## config.mk

```make
export PLATFORM = sky130hd
export DESIGN_NAME = reductant_pump_control
export DESIGN_NICKNAME = d
export VERILOG_FILES = /design/src/rtl/pump_ctrl_pkg.sv /design/src/rtl/reductant_pump_control.sv
export SDC_FILE = /design/constraint.sdc
export NUM_CORES = 1
export LEC_CHECK = 0
export BUFFER_PORTS_ARGS = -buffer_cell sky130_fd_sc_hd__buf_2
export CAP_MARGIN = 40
export CORE_MARGIN = 5
export CORE_UTILIZATION = 36
export CTS_BUF_LIST = sky130_fd_sc_hd__clkbuf_8
export CTS_CLUSTER_SIZE = 12
export DETAILED_ROUTE_END_ITERATION = 7
export HOLD_SLACK_MARGIN = 0.05
export PLACE_DENSITY_LB_ADDON = 0.08
export SLEW_MARGIN = 30
export SYNTH_ARGS = -nofsm -noshare
export SYNTH_HDL_FRONTEND = slang
export SYNTH_SLANG_ARGS = --single-unit
export TNS_END_PERCENT = 10
```

## constraint.sdc

```tcl
create_clock -name i_clock -period 5 [get_ports i_clock]
set_input_delay 1 -clock i_clock [delete_from_list [all_inputs] [get_ports i_clock]]
set_output_delay 1 -clock i_clock [all_outputs]
set_load 0.005 [all_outputs]
```

## src/rtl/pump_ctrl_pkg.sv

```systemverilog
package pump_ctrl_pkg;
   localparam int CLOCK_HZ = 20_000_000;
   // Internal time base tick period
   localparam int TICK_MS = 1;
   localparam int TICK_CYCLES = (CLOCK_HZ / 1000) * TICK_MS;
   localparam int TICK_W = 15;
   localparam int LEVEL_W = 8;
   localparam int TIME_W = 16;
   localparam int SRC_W = 3;
   localparam int EVT_BIT = 7;
   localparam logic [SRC_W-1:0] SRC_GEN = 3'h0;
   localparam logic [SRC_W-1:0] SRC_LOADS = 3'h2;
   localparam logic [SRC_W-1:0] SRC_MAINS = 3'h3;
   localparam logic [SRC_W-1:0] SRC_ALWAYS = 3'h4;
   typedef enum logic [1:0] {
      MODE_AUTO = 2'b00,
      MODE_RUN = 2'b01,
      MODE_HALT = 2'b10
   } mode_t;
   typedef enum logic [1:0] {
      POS_HYST = 2'b00,
      POS_START = 2'b01,
      POS_STOP = 2'b10
   } pos_t;
endpackage

```

## src/rtl/reductant_pump_control.sv

```systemverilog
`timescale 1ns/1ps
`default_nettype none
module reductant_pump_control
   import pump_ctrl_pkg::*;
(
   // Clock and reset
   input wire logic i_clock,
   input wire logic i_srst,
   // Configuration
   input wire logic [1:0] i_mode_setting,
   input wire logic i_mode_load,
   input wire logic [SRC_W-1:0] i_power_source,
   input wire logic i_pump_output_function,
   input wire logic i_valve_output_function,
   input wire logic i_contacts_configured,
   input wire logic [LEVEL_W-1:0] i_level_on_threshold,
   input wire logic [LEVEL_W-1:0] i_level_off_threshold,
   input wire logic [TIME_W-1:0] i_valve_delay_ms,
   input wire logic [TIME_W-1:0] i_max_run_ms,
   input wire logic [7:0] i_event_mask,
   // Plant state
   input wire logic i_ctrl_off_reset,
   input wire logic i_generator_ok,
   input wire logic i_loads_ok,
   input wire logic i_mains_ok,
   input wire logic [LEVEL_W-1:0] i_ecu_level,
   // Pins
   input wire logic i_start_level_contact,
   input wire logic i_stop_level_contact,
   input wire logic i_key_up,
   input wire logic i_key_down,
   input wire logic i_key_hold,
   input wire logic i_warning_ack,
   // Outputs
   output logic o_pump_command_state,
   output logic o_valve_command_state,
   output logic o_pump_overrun_warning,
   output logic o_pump_on_event,
   output logic o_pump_off_event,
   output logic [1:0] o_mode,
   output logic o_mode_editing,
   output logic [1:0] o_mode_selection
);
   // Pin synchronisers
   logic [5:0] pin_s1_r, pin_s2_r;
   logic [5:0] pin_raw;
   assign pin_raw = {i_start_level_contact, i_stop_level_contact,
                     i_key_up, i_key_down, i_key_hold, i_warning_ack};
   always_ff @(posedge i_clock) begin
      if (i_srst) begin
         pin_s1_r <= 6'h00;
         pin_s2_r <= 6'h00;
      end else begin
         pin_s1_r <= pin_raw;
         pin_s2_r <= pin_s1_r;
      end
   end
   logic c_start, c_stop, k_up, k_down, k_hold, k_ack;
   assign {c_start, c_stop, k_up, k_down, k_hold, k_ack} = pin_s2_r;
   logic k_up_d_r, k_down_d_r, k_ack_d_r;
   always_ff @(posedge i_clock) begin
      if (i_srst) begin
         k_up_d_r <= 1'b0;
         k_down_d_r <= 1'b0;
         k_ack_d_r <= 1'b0;
      end else begin
         k_up_d_r <= k_up;
         k_down_d_r <= k_down;
         k_ack_d_r <= k_ack;
      end
   end
   logic up_press, down_press, ack_press;
   assign up_press = k_up & ~k_up_d_r;
   assign down_press = k_down & ~k_down_d_r;
   assign ack_press = k_ack & ~k_ack_d_r;

   // Millisecond tick
   logic [TICK_W-1:0] tick_cnt_r, tick_cnt_nxt;
   logic tick;
   assign tick = (tick_cnt_r == TICK_W'(TICK_CYCLES - 1));
   always_comb begin
      tick_cnt_nxt = tick ? '0 : tick_cnt_r + 1'b1;
   end
   always_ff @(posedge i_clock) begin
      if (i_srst) tick_cnt_r <= '0;
      else tick_cnt_r <= tick_cnt_nxt;
   end

   // Mode register and panel editing
   mode_t mode_r, mode_nxt;
   logic edit_r, edit_nxt;
   logic [1:0] sel_r, sel_nxt;
   function automatic logic [1:0] step_mode(input logic [1:0] m,
                                            input logic up);
      if (up) step_mode = (m == 2'h2) ? 2'h0 : m + 2'h1;
      else step_mode = (m == 2'h0) ? 2'h2 : m - 2'h1;
   endfunction
   always_comb begin
      mode_nxt = mode_r;
      edit_nxt = edit_r;
      sel_nxt = sel_r;
      if (i_mode_load && i_mode_setting != 2'h3)
         mode_nxt = mode_t'(i_mode_setting);
      if (!i_pump_output_function) begin
         edit_nxt = 1'b0;
      end else if (!edit_r) begin
         if (k_hold && down_press) begin
            edit_nxt = 1'b1;
            sel_nxt = mode_r;
         end
      end else if (k_hold && down_press) begin
         edit_nxt = 1'b0;
         mode_nxt = mode_t'(sel_r);
      end else if (k_hold && up_press) begin
         edit_nxt = 1'b0;
      end else if (up_press || down_press) begin
         sel_nxt = step_mode(sel_r, up_press);
      end
   end
   always_ff @(posedge i_clock) begin
      if (i_srst) begin
         mode_r <= MODE_AUTO;
         edit_r <= 1'b0;
         sel_r <= 2'h0;
      end else begin
         mode_r <= mode_nxt;
         edit_r <= edit_nxt;
         sel_r <= sel_nxt;
      end
   end

   // Level position
   pos_t pos;
   always_comb begin
      if (i_contacts_configured) begin
         if (c_start) pos = POS_START;
         else if (!c_stop) pos = POS_STOP;
         else pos = POS_HYST;
      end else begin
         if (i_ecu_level < i_level_on_threshold) pos = POS_START;
         else if (i_ecu_level > i_level_off_threshold) pos = POS_STOP;
         else pos = POS_HYST;
      end
   end

   // Power source
   logic source_ok;
   always_comb begin
      unique case (i_power_source)
         SRC_GEN: source_ok = i_generator_ok;
         SRC_LOADS: source_ok = i_loads_ok;
         SRC_MAINS: source_ok = i_mains_ok;
         SRC_ALWAYS: source_ok = 1'b1;
         default: source_ok = 1'b0;
      endcase
   end

   // Demand, valve, delay, run timer
   logic demand_r, demand_nxt;
   logic valve_r, valve_nxt;
   logic pump_r, pump_nxt;
   logic warn_r, warn_nxt;
   logic [TIME_W-1:0] vdly_r, vdly_nxt;
   logic [TIME_W-1:0] run_r, run_nxt;
   logic on_evt_r, on_evt_nxt, off_evt_r, off_evt_nxt;
   logic permit;
   assign permit = source_ok & ~i_ctrl_off_reset & i_pump_output_function
                   & ~warn_r;
   always_comb begin
      demand_nxt = demand_r;
      unique case (mode_r)
         MODE_AUTO: begin
            if (pos == POS_START) demand_nxt = 1'b1;
            else if (pos == POS_STOP) demand_nxt = 1'b0;
         end
         MODE_RUN: demand_nxt = (pos != POS_STOP);
         MODE_HALT: demand_nxt = 1'b0;
         default: demand_nxt = 1'b0;
      endcase
      valve_nxt = demand_nxt & permit & i_valve_output_function;
      vdly_nxt = '0;
      if (valve_r && valve_nxt) begin
         vdly_nxt = vdly_r;
         if (tick && vdly_r != i_valve_delay_ms) vdly_nxt = vdly_r + 1'b1;
      end
      pump_nxt = demand_nxt & permit &
                 (!i_valve_output_function ||
                  (valve_r && vdly_r == i_valve_delay_ms));
      run_nxt = '0;
      if (pump_r) run_nxt = (tick && run_r != '1) ? run_r + 1'b1 : run_r;
      warn_nxt = warn_r;
      if (pump_r && run_r >= i_max_run_ms && i_max_run_ms != '0)
         warn_nxt = 1'b1;
      else if (ack_press) warn_nxt = 1'b0;
      if (warn_nxt) begin
         pump_nxt = 1'b0;
         valve_nxt = 1'b0;
      end
      on_evt_nxt = pump_nxt & ~pump_r & i_event_mask[EVT_BIT];
      off_evt_nxt = ~pump_nxt & pump_r & i_event_mask[EVT_BIT];
   end
   always_ff @(posedge i_clock) begin
      if (i_srst) begin
         demand_r <= 1'b0;
         valve_r <= 1'b0;
         pump_r <= 1'b0;
         warn_r <= 1'b0;
         vdly_r <= '0;
         run_r <= '0;
         on_evt_r <= 1'b0;
         off_evt_r <= 1'b0;
      end else begin
         demand_r <= demand_nxt;
         valve_r <= valve_nxt;
         pump_r <= pump_nxt;
         warn_r <= warn_nxt;
         vdly_r <= vdly_nxt;
         run_r <= run_nxt;
         on_evt_r <= on_evt_nxt;
         off_evt_r <= off_evt_nxt;
      end
   end

   assign o_pump_command_state = pump_r;
   assign o_valve_command_state = valve_r;
   assign o_pump_overrun_warning = warn_r;
   assign o_pump_on_event = on_evt_r;
   assign o_pump_off_event = off_evt_r;
   assign o_mode = mode_r;
   assign o_mode_editing = edit_r;
   assign o_mode_selection = sel_r;
endmodule // reductant_pump_control
`default_nettype wire

```

# After elaboration in Yosys (flattened, before gate mapping)
# Index checks and enable logic that the tools add are counted.
[op_classes]
mux = 28
reduce_logical = 24
mul = 0
n_bitwise = 22
n_eq_ne = 15
magnitude_cmp = 3
shifts = 0
add_sub_neg = 5
n_div = 0
[op_table]
columns = ["cell", "n"]
rows = [
  ["$mux 2", 17],
  ["$add 16x1->16 const B", 2],
  ["$eq 16x16->1", 1],
  ["$ge 16x16->1", 1],
  ["$ne 16x16->1", 1],
  ["$ne 16x16->1 const B", 1],
  ["$reduce_bool 16->1", 1],
  ["$add 15x1->15 const B", 1],
  ["$eq 15x15->1 const B", 1],
  ["$and 1x1->1", 13],
  ["$reduce_or 2->1", 5],
  ["$logic_and 1x1->1", 9],
  ["$mux 1", 9],
  ["$not 1->1", 9],
  ["$gt 8x8->1", 1],
  ["$lt 8x8->1", 1],
  ["$ne 2x2->1 const B", 4],
  ["$eq 3x2->1 const B", 2],
  ["$reduce_and 5->1", 1],
  ["$eq 2x1->1 const B", 2],
  ["$eq 2x2->1 const B", 2],
  ["$logic_not 2->1", 2],
  ["$pmux 1 s4", 1],
  ["$reduce_bool 2->1", 2],
  ["other kinds (7)", 8],
]
[word_totals]
latch_bits = 0
output_inout_bits = 10
mem_bits_ro = 0
elab_cells = 114
mem_count = 0
mem_bits_rw = 0
ff_bits = 73

# Longest topological paths before layout
# Gate-level depths: netlist of run 1.
[logic_depth]
ltp_word = 14
mapped_depth = 9
depth_no_buf = 8

# Worst setup path after synthesis of run 1
# No wires, ideal clock.
[synth_path]
path_type = "input-to-reg"
startpoint = "in i_max_run_ms[11]"
endpoint = "reg off_evt_r, in the netlist o_pump_off_event"
setup_slack_ns = 2.362
arrival_ns = 2.516
cell_stages = 8
setup_ns = 0.122
t_required_ns = 4.878
path_cell_list = "inv_1 > ha_1 > a21oi_1 > o21ai_0 > a2111o_1 > a41oi_1 > nor2_1 > o311a_1"
[synth_between]
elab_chain_len = 8
[synth_lines]
columns = ["element", "line_no", "text"]
rows = [
  ["start: declaration", "reductant_pump_control.sv:19", "input wire logic [TIME_W-1:0] i_max_run_ms,"],
  ["$ge 16x16->1", "reductant_pump_control.sv:192", "if (pump_r && run_r >= i_max_run_ms && i_max_run_ms != '0)"],
  ["$logic_and 1x1->1", "reductant_pump_control.sv:192", ""],
  ["$logic_and 1x1->1 *", "reductant_pump_control.sv:192", ""],
  ["$mux 1 *", "reductant_pump_control.sv:192", ""],
  ["$mux 1 *", "reductant_pump_control.sv:195", "if (warn_nxt) begin"],
  ["$not 1->1 *", "reductant_pump_control.sv:200", "off_evt_nxt = ~pump_nxt & pump_r & i_event_mask[EVT_BIT];"],
  ["$and 1x1->1 * (2 in a row)", "reductant_pump_control.sv:200", ""],
  ["end signal: assignment", "reductant_pump_control.sv:220", "off_evt_r <= off_evt_nxt;"],
  ["end: declaration", "reductant_pump_control.sv:165", "logic on_evt_r, on_evt_nxt, off_evt_r, off_evt_nxt;"],
]
# Every way passes the cells marked *; elsewhere a longest branch is shown, timed or not.
# A chain may end at the register's enable or synchronous reset.

# Worst setup path in the final report of run 1
[layout_path]
startpoint = "in i_valve_delay_ms[6]"
endpoint = "reg off_evt_r, in the netlist o_pump_off_event"
[layout_between]
elab_chain_len = 8
[layout_lines]
columns = ["element", "line_no", "text"]
rows = [
  ["start: declaration", "reductant_pump_control.sv:18", "input wire logic [TIME_W-1:0] i_valve_delay_ms,"],
  ["$eq 16x16->1", "reductant_pump_control.sv:188", "(valve_r && vdly_r == i_valve_delay_ms));"],
  ["$logic_and 1x1->1", "reductant_pump_control.sv:188", ""],
  ["$logic_or 1x1->1", "reductant_pump_control.sv:187", "(!i_valve_output_function ||"],
  ["$and 1x1->1", "reductant_pump_control.sv:186", "pump_nxt = demand_nxt & permit &"],
  ["$mux 1", "reductant_pump_control.sv:195", ""],
  ["$not 1->1", "reductant_pump_control.sv:200", ""],
  ["$and 1x1->1 (2 in a row)", "reductant_pump_control.sv:200", ""],
]
# No other way between the ends.

==> results of run 1 <==
layout make-up:
class | count | area, um^2 | share of cell area (%)
repair buffers | 89 | 463 | 9.24
multi-input cells | 360 | 2550 | 51.0
well taps | 143 | 179 | 3.57
inverters | 39 | 146 | 2.92
clock buffers | 9 | 124 | 2.47
clock inverters | 7 | 80.1 | 1.60
flip-flops and latches | 73 | 1460 | 29.2
cell usage after synthesis, drive strengths merged, types with 4 or more instances:
library cell  instances
a211oi                6
a21oi                16
and3                 13
and4                  5
clkbuf               11
dfxtp                73
ha                   37
inv                  39
mux2i                 4
nand2                26
nand2b                8
nand3                20
nand4                19
nor2                 49
nor2b                21
nor3                  5
nor4                 29
o21ai                11
xnor2                10
xor2                 44
flip-flops by register name, indices dropped and copies added, names as in the netlist:
signal	cells
o_mode_editing	1
pin_s1_r	6
tick_cnt_r	15
o_pump_off_event	1
o_pump_command_state	1
o_mode_selection	2
o_pump_overrun_warning	1
o_mode	2
o_pump_on_event	1
demand_r	1
k_up_d_r	1
pin_s2_r	6
vdly_r	16
k_ack_d_r	1
k_down_d_r	1
run_r	16
o_valve_command_state	1
metal layers:
layer / GRT usage (%) / share of wire (%) / up-vias
li1: - / - / 1880
met1: 18.3 / 47 / 1697
met2: 22.9 / 46 / 64
met3: 2.96 / 4.8 / 13
met4: 5.09 / 1.5 / 0
met5: 0 / 0 / -
path summary, 6_finish.rpt:
check | end | slack, ps | cells past startpoint
worst max-delay path | o_pump_off_event$_SDFF_PP0_ | 2190 | 7
worst min-delay path | pin_s2_r[1]$_SDFF_PP0_ | 440 | 1
worst max register to register | vdly_r[15]$_SDFFE_PP0P_ | 2350 | 7
worst min register to register | pin_s2_r[1]$_SDFF_PP0_ | 440 | 1
power by group through the flow:
stage | Sequential (mW) | Combinational [mW] | Clock, mW
finish | 0.595 | 0.118 | 0.475
global route | 0.596 | 0.135 | 0.523
CTS | 0.595 | 0.119 | 0.493
detailed placement | 0.608 | 0.118 | 0
global placement | 0.608 | 0.115 | 0
floorplan | 0.607 | 0.0643 | 0
logic make-up after synthesis:
group,after synthesis,share of synthesized area [%]
xor+xnor,54,11.2
compound gates,58,9.60
buf+inv,52,4.75
flops,73,34.7
fa+ha+maj,37,11.0
simple gates,207,27.8
mux,4,0.951
worst max-delay path, delay by kind of cell:
| family | cells | cell delay [ps] |
|---|---|---|
| simple gates | 3 | 1120 |
| compound gates | 2 | 700 |
| buf+inv | 1 | 100 |
| xor+xnor | 1 | 130 |
==> flow_metrics.env, run 1 <==
export IMPL_cts_sinks=73
export IMPL_end_kind="flop"
export IMPL_maxSlewViolCount=0
export IMPL_route_detailed_drc=0
export IMPL_die_w_um=118
export IMPL_floorplan_core_area_um2=11400
export IMPL_nets=694
export IMPL_n_fill_cell=1196
export IMPL_final_cell_mix="buf_2 (87), dfxtp_1 (73), nor2_1 (49)"
export IMPL_combPwrFrac_pct=10.0
export IMPL_synth_area_per_cell_um2=8.68
export IMPL_postPlaceCellArea_um2=4780
export IMPL_start_util_pct=36.9
export IMPL_path_clk_slew_ps=90
export IMPL_first_pass_iters=4
export IMPL_die_y_um=118
export IMPL_antenna_found_initial=0
export IMPL_slew_headroom_pct=44.0
export IMPL_worstHoldStart="pin_s1_r[1]$_SDFF_PP0_"
export IMPL_clkPwrFrac_pct=40.0
export IMPL_holdWs_ps=443
export IMPL_grt_pass1_vias=3540
export IMPL_synthTopCellsByArea="dfxtp_1 (35%), ha_1 (11%), xor2_1 (9.2%)"
export IMPL_postCtsHoldBufs=0
export IMPL_dp_cells=703
export IMPL_cp_required_ps=5230
export IMPL_wl_mm=9.82
export IMPL_fin_crit_sh_pct=56.3
export IMPL_drtIter0Drc=101
export IMPL_crit_chain="buf_2 > xor2_1 > nor4_1 > nand4_1 > o21ai_0 > nand2_1 > o311a_1"
export IMPL_worst_pin_slew_ps=833
export IMPL_post_cts_setup_buffer_count=0
export IMPL_clock_skew_ps=13.7
export IMPL_rsz0062_at_grt="false"
export IMPL_max_clock_path_buffers=2
export IMPL_p_int_mw=0.881
export IMPL_status="completed"
export IMPL_cap_viol_max_count=0
export IMPL_cts_resized=0
export IMPL_fp_row_count=39
export IMPL_critPathKind="in2reg"
export IMPL_p_switching_mw=0.306
export IMPL_tns_ps=0
export IMPL_final_setup_viol_count=0
export IMPL_io_pins=95
export IMPL_drive_gt1_share_pct=20.8
export IMPL_fin_area_um2=5010
export IMPL_synth_top_area_cell="dfxtp_1"
export IMPL_port_buffers=87
export IMPL_routabilityCongestion=0.820
export IMPL_grt_overflow_total=0
export IMPL_dp_slack_ps=1870
export IMPL_utilization_pct=43.9
export IMPL_synthesis_nets=607
export IMPL_synthToLayoutAreaGrowth_pct=19.0
export IMPL_netlist_area_um2=4210
export IMPL_ys_flop_type="dfxtp_1"
export IMPL_ys_ff_latch=73
export IMPL_grt_usage_pct=14.1
export IMPL_root_buffer="clkbuf_8"
export IMPL_via_per_inst=5.08
export IMPL_vdd_ir_drop_max_mv=0.108
export IMPL_dieArea_um2=14000
export IMPL_postLayoutSetupSlackWorst_ps=2190
export IMPL_dp_final_hpwl_mm=7.58
export IMPL_vias=3654
export IMPL_leakage_nw=2.13
export IMPL_hold_viol_final=0
export IMPL_critPathArrivalTime_ps=3050
export IMPL_grt_max_degree=47
export IMPL_cp_slowest_stage_delay_ps=640
export IMPL_grt_pass1_wl_mm=16.7
export IMPL_power_total_mw=1.19
export IMPL_synth_top_area_share_pct=34.7
export IMPL_synth_edf_count=0
export IMPL_insertedDiodeCount=0
export IMPL_crit_slowest_cell="nand4_1"
export IMPL_detail_route_antenna_nets=0
export IMPL_stdcell_count=720
export IMPL_holdCritPathClass="reg2reg"
export IMPL_setup_worst_path_start_class="input port"
export IMPL_clkLatencyLatePin_ps=350
export IMPL_r2r_start="tick_cnt_r[0]$_SDFF_PP0_"
export IMPL_synthArstFlopShare_pct=0
export IMPL_cts_tree="built"
export IMPL_sw_frac_of_total_pct=25.8
export IMPL_yosys_warnings=0
export IMPL_wire_per_inst_um=13.6
export IMPL_synthCells=485
export IMPL_min_period_ps=2810
export IMPL_seq_power_share_pct=50.1
export IMPL_ys_seq_area_share_pct=34.7
export IMPL_numCtsBuffers=9
export IMPL_crit_start="i_valve_delay_ms[6]"
export IMPL_final_common_cell="buf_2"
export IMPL_synth_cell_types=52
export IMPL_htreeDepth=3
export IMPL_power_density_nw_per_um2=237
export IMPL_max_freq_ghz=0.355
export IMPL_cp_max_fo=16
(Power assumes the default switching activity.)
==> run 2: changes to the inputs <==
==> constraint.sdc (replaced) <==
create_clock -name i_clock -period 2.9 [get_ports i_clock]
set_input_delay 0.58 -clock i_clock [delete_from_list [all_inputs] [get_ports i_clock]]
set_output_delay 0.58 -clock i_clock [all_outputs]
set_load 0.005 [all_outputs]
==> run 2 against run 1 <==
Against the previous run: worst setup slack got worse by 1500 ps; final area barely moved; combinational power rose by 72%; critical path type is now reg2reg.
==> flow_metrics.env, run 2 (same netlist as run 1, synthesis figures left out) <==
export IMPL_critPathKind="reg2reg"
export IMPL_rrSetupSlack_ps=660
export IMPL_min_period_ps=2240
export IMPL_r2r_end="vdly_r[15]$_SDFFE_PP0P_"
export IMPL_numCtsBuffers=9
export IMPL_root_buffer="clkbuf_8"
export IMPL_grt_pass1_wl_mm=17.0
export IMPL_end_kind="flop"
export IMPL_critPathArrivalTime_ps=2500
export IMPL_grt_pass1_vias=3695
export IMPL_antenna_found_initial=0
export IMPL_htreeDepth=3
export IMPL_max_clock_path_buffers=2
export IMPL_crit_end="vdly_r[15]$_SDFFE_PP0P_"
export IMPL_first_pass_iters=4
export IMPL_holdCritPathClass="reg2reg"
export IMPL_cp_required_ps=3170
export IMPL_fin_crit_sh_pct=77.1
export IMPL_routabilityCongestion=0.809
export IMPL_vdd_ir_drop_max_mv=0.200
export IMPL_hold_viol_final=0
export IMPL_grt_overflow_total=0
export IMPL_crit_start="tick_cnt_r[0]$_SDFF_PP0_"
export IMPL_setup_worst_path_start_class="flop"
export IMPL_final_common_cell="buf_2"
export IMPL_largestRegisters="run_r x16, vdly_r x16, tick_cnt_r x15"
export IMPL_nets=697
export IMPL_grt_max_degree=27
export IMPL_wire_per_inst_um=13.7
export IMPL_drtIter0Drc=89
export IMPL_io_pins=95
export IMPL_grt_usage_pct=14.3
export IMPL_maxSlewViolCount=0
export IMPL_p_switching_mw=0.516
export IMPL_cts_tree="built"
export IMPL_vias=3668
export IMPL_detail_route_antenna_nets=0
export IMPL_cp_max_fo=6
export IMPL_die_y_um=118
export IMPL_dp_final_hpwl_mm=7.68
export IMPL_insertedDiodeCount=0
export IMPL_r2r_start="tick_cnt_r[0]$_SDFF_PP0_"
export IMPL_postCtsHoldBufs=0
export IMPL_leakage_nw=2.15
export IMPL_seq_power_share_pct=50.6
export IMPL_post_cts_setup_buffer_count=0
export IMPL_port_buffers=87
export IMPL_rsz0062_at_grt="false"
export IMPL_clkPwrFrac_pct=39.4
export IMPL_combPwrFrac_pct=10.0
export IMPL_wl_mm=9.87
export IMPL_dieArea_um2=14000
export IMPL_stdcell_count=723
export IMPL_slew_headroom_pct=58.8
export IMPL_status="completed"
export IMPL_p_int_mw=1.51
export IMPL_synthToLayoutAreaGrowth_pct=19.0
export IMPL_route_detailed_drc=0
export IMPL_final_cell_mix="buf_2 (87), dfxtp_1 (73), nor2_1 (49)"
export IMPL_final_setup_viol_count=0
export IMPL_cap_viol_max_count=0
export IMPL_clkLatencyLatePin_ps=340
export IMPL_tns_ps=0
export IMPL_worst_pin_slew_ps=618
export IMPL_max_freq_ghz=0.447
export IMPL_cts_resized=0
export IMPL_reg2regPathDepth=7
export IMPL_die_w_um=118
export IMPL_sw_frac_of_total_pct=25.4
export IMPL_start_util_pct=36.9
export IMPL_fp_row_count=39
export IMPL_drive_gt1_share_pct=21.2
export IMPL_power_density_nw_per_um2=404
export IMPL_dp_cells=707
export IMPL_floorplan_core_area_um2=11400
export IMPL_path_clk_slew_ps=90
export IMPL_cts_sinks=73
export IMPL_clock_skew_ps=15.6
export IMPL_via_per_inst=5.07
[run 2: stage by stage]
step / hold WS (ps) / power (mW) / utilization, % / instance area (um^2) / setup slack, ps
after CTS: 422 / 2.07 / 43.9 / 5010 / 599
final: 440 / 2.03 / 43.9 / 5010 / 665
after floorplan: 414 / 1.16 / - / 4210 / 682
after global routing: 440 / 2.13 / 43.9 / 5010 / 422
after global placement: 416 / 1.25 / 42.2 / 4810 / 349
after detailed placement: 424 / 1.26 / 42.2 / 4810 / 293
[run 2: worst min-delay path by stage]
| stage | start | end | slack [ps] | cells after the start |
|---|---|---|---|---|
| final | pin_s1_r[1]$_SDFF_PP0_ | pin_s2_r[1]$_SDFF_PP0_ | 440 | 1 |
| after global routing | i_key_down | pin_s1_r[2]$_SDFF_PP0_ | 440 | 2 |
| after CTS | i_key_up | pin_s1_r[3]$_SDFF_PP0_ | 420 | 2 |
| after detailed placement | pin_s1_r[1]$_SDFF_PP0_ | pin_s2_r[1]$_SDFF_PP0_ | 420 | 1 |
| after global placement | pin_s1_r[2]$_SDFF_PP0_ | pin_s2_r[2]$_SDFF_PP0_ | 420 | 1 |
| after floorplan | pin_s1_r[0]$_SDFF_PP0_ | pin_s2_r[0]$_SDFF_PP0_ | 410 | 1 |
[run 2: power by group through the flow]
stage	Combinational (mW)	Clock (mW)	Sequential (mW)
2_1_floorplan	0.111	0	1.05
3_3_place_gp	0.200	0	1.05
3_5_place_dp	0.206	0	1.05
4_1_cts	0.207	0.835	1.03
5_1_grt	0.232	0.875	1.03
6_report	0.203	0.798	1.03
[run 2: layer usage]
layer  vias up  global-route usage (%)  routed length [um]
met2        87                    23.1                4530
met1      1677                    18.9                4680
met4         0                    5.30                 125
li1       1891                       -                   -
met5         -                       0                   0
met3        13                    2.87                 535
[run 2: layout make-up]
cell class	instances	area, um^2
multi-input cells	360	2550
repair buffers	92	473
inverters	39	146
flip-flops and latches	73	1460
fillers	1172	6410
clock inverters	7	71.3
clock buffers	9	124
well taps	143	179
[run 2: worst max-delay path, cell delays in order, from the launching register on]
cell and delay (ps):
dfxtp_1 380, ha_1 220, nand4_1 280, nor4_4 530, and3_4 320, nand3_2 90
xor2_1 160, nor4_2 190
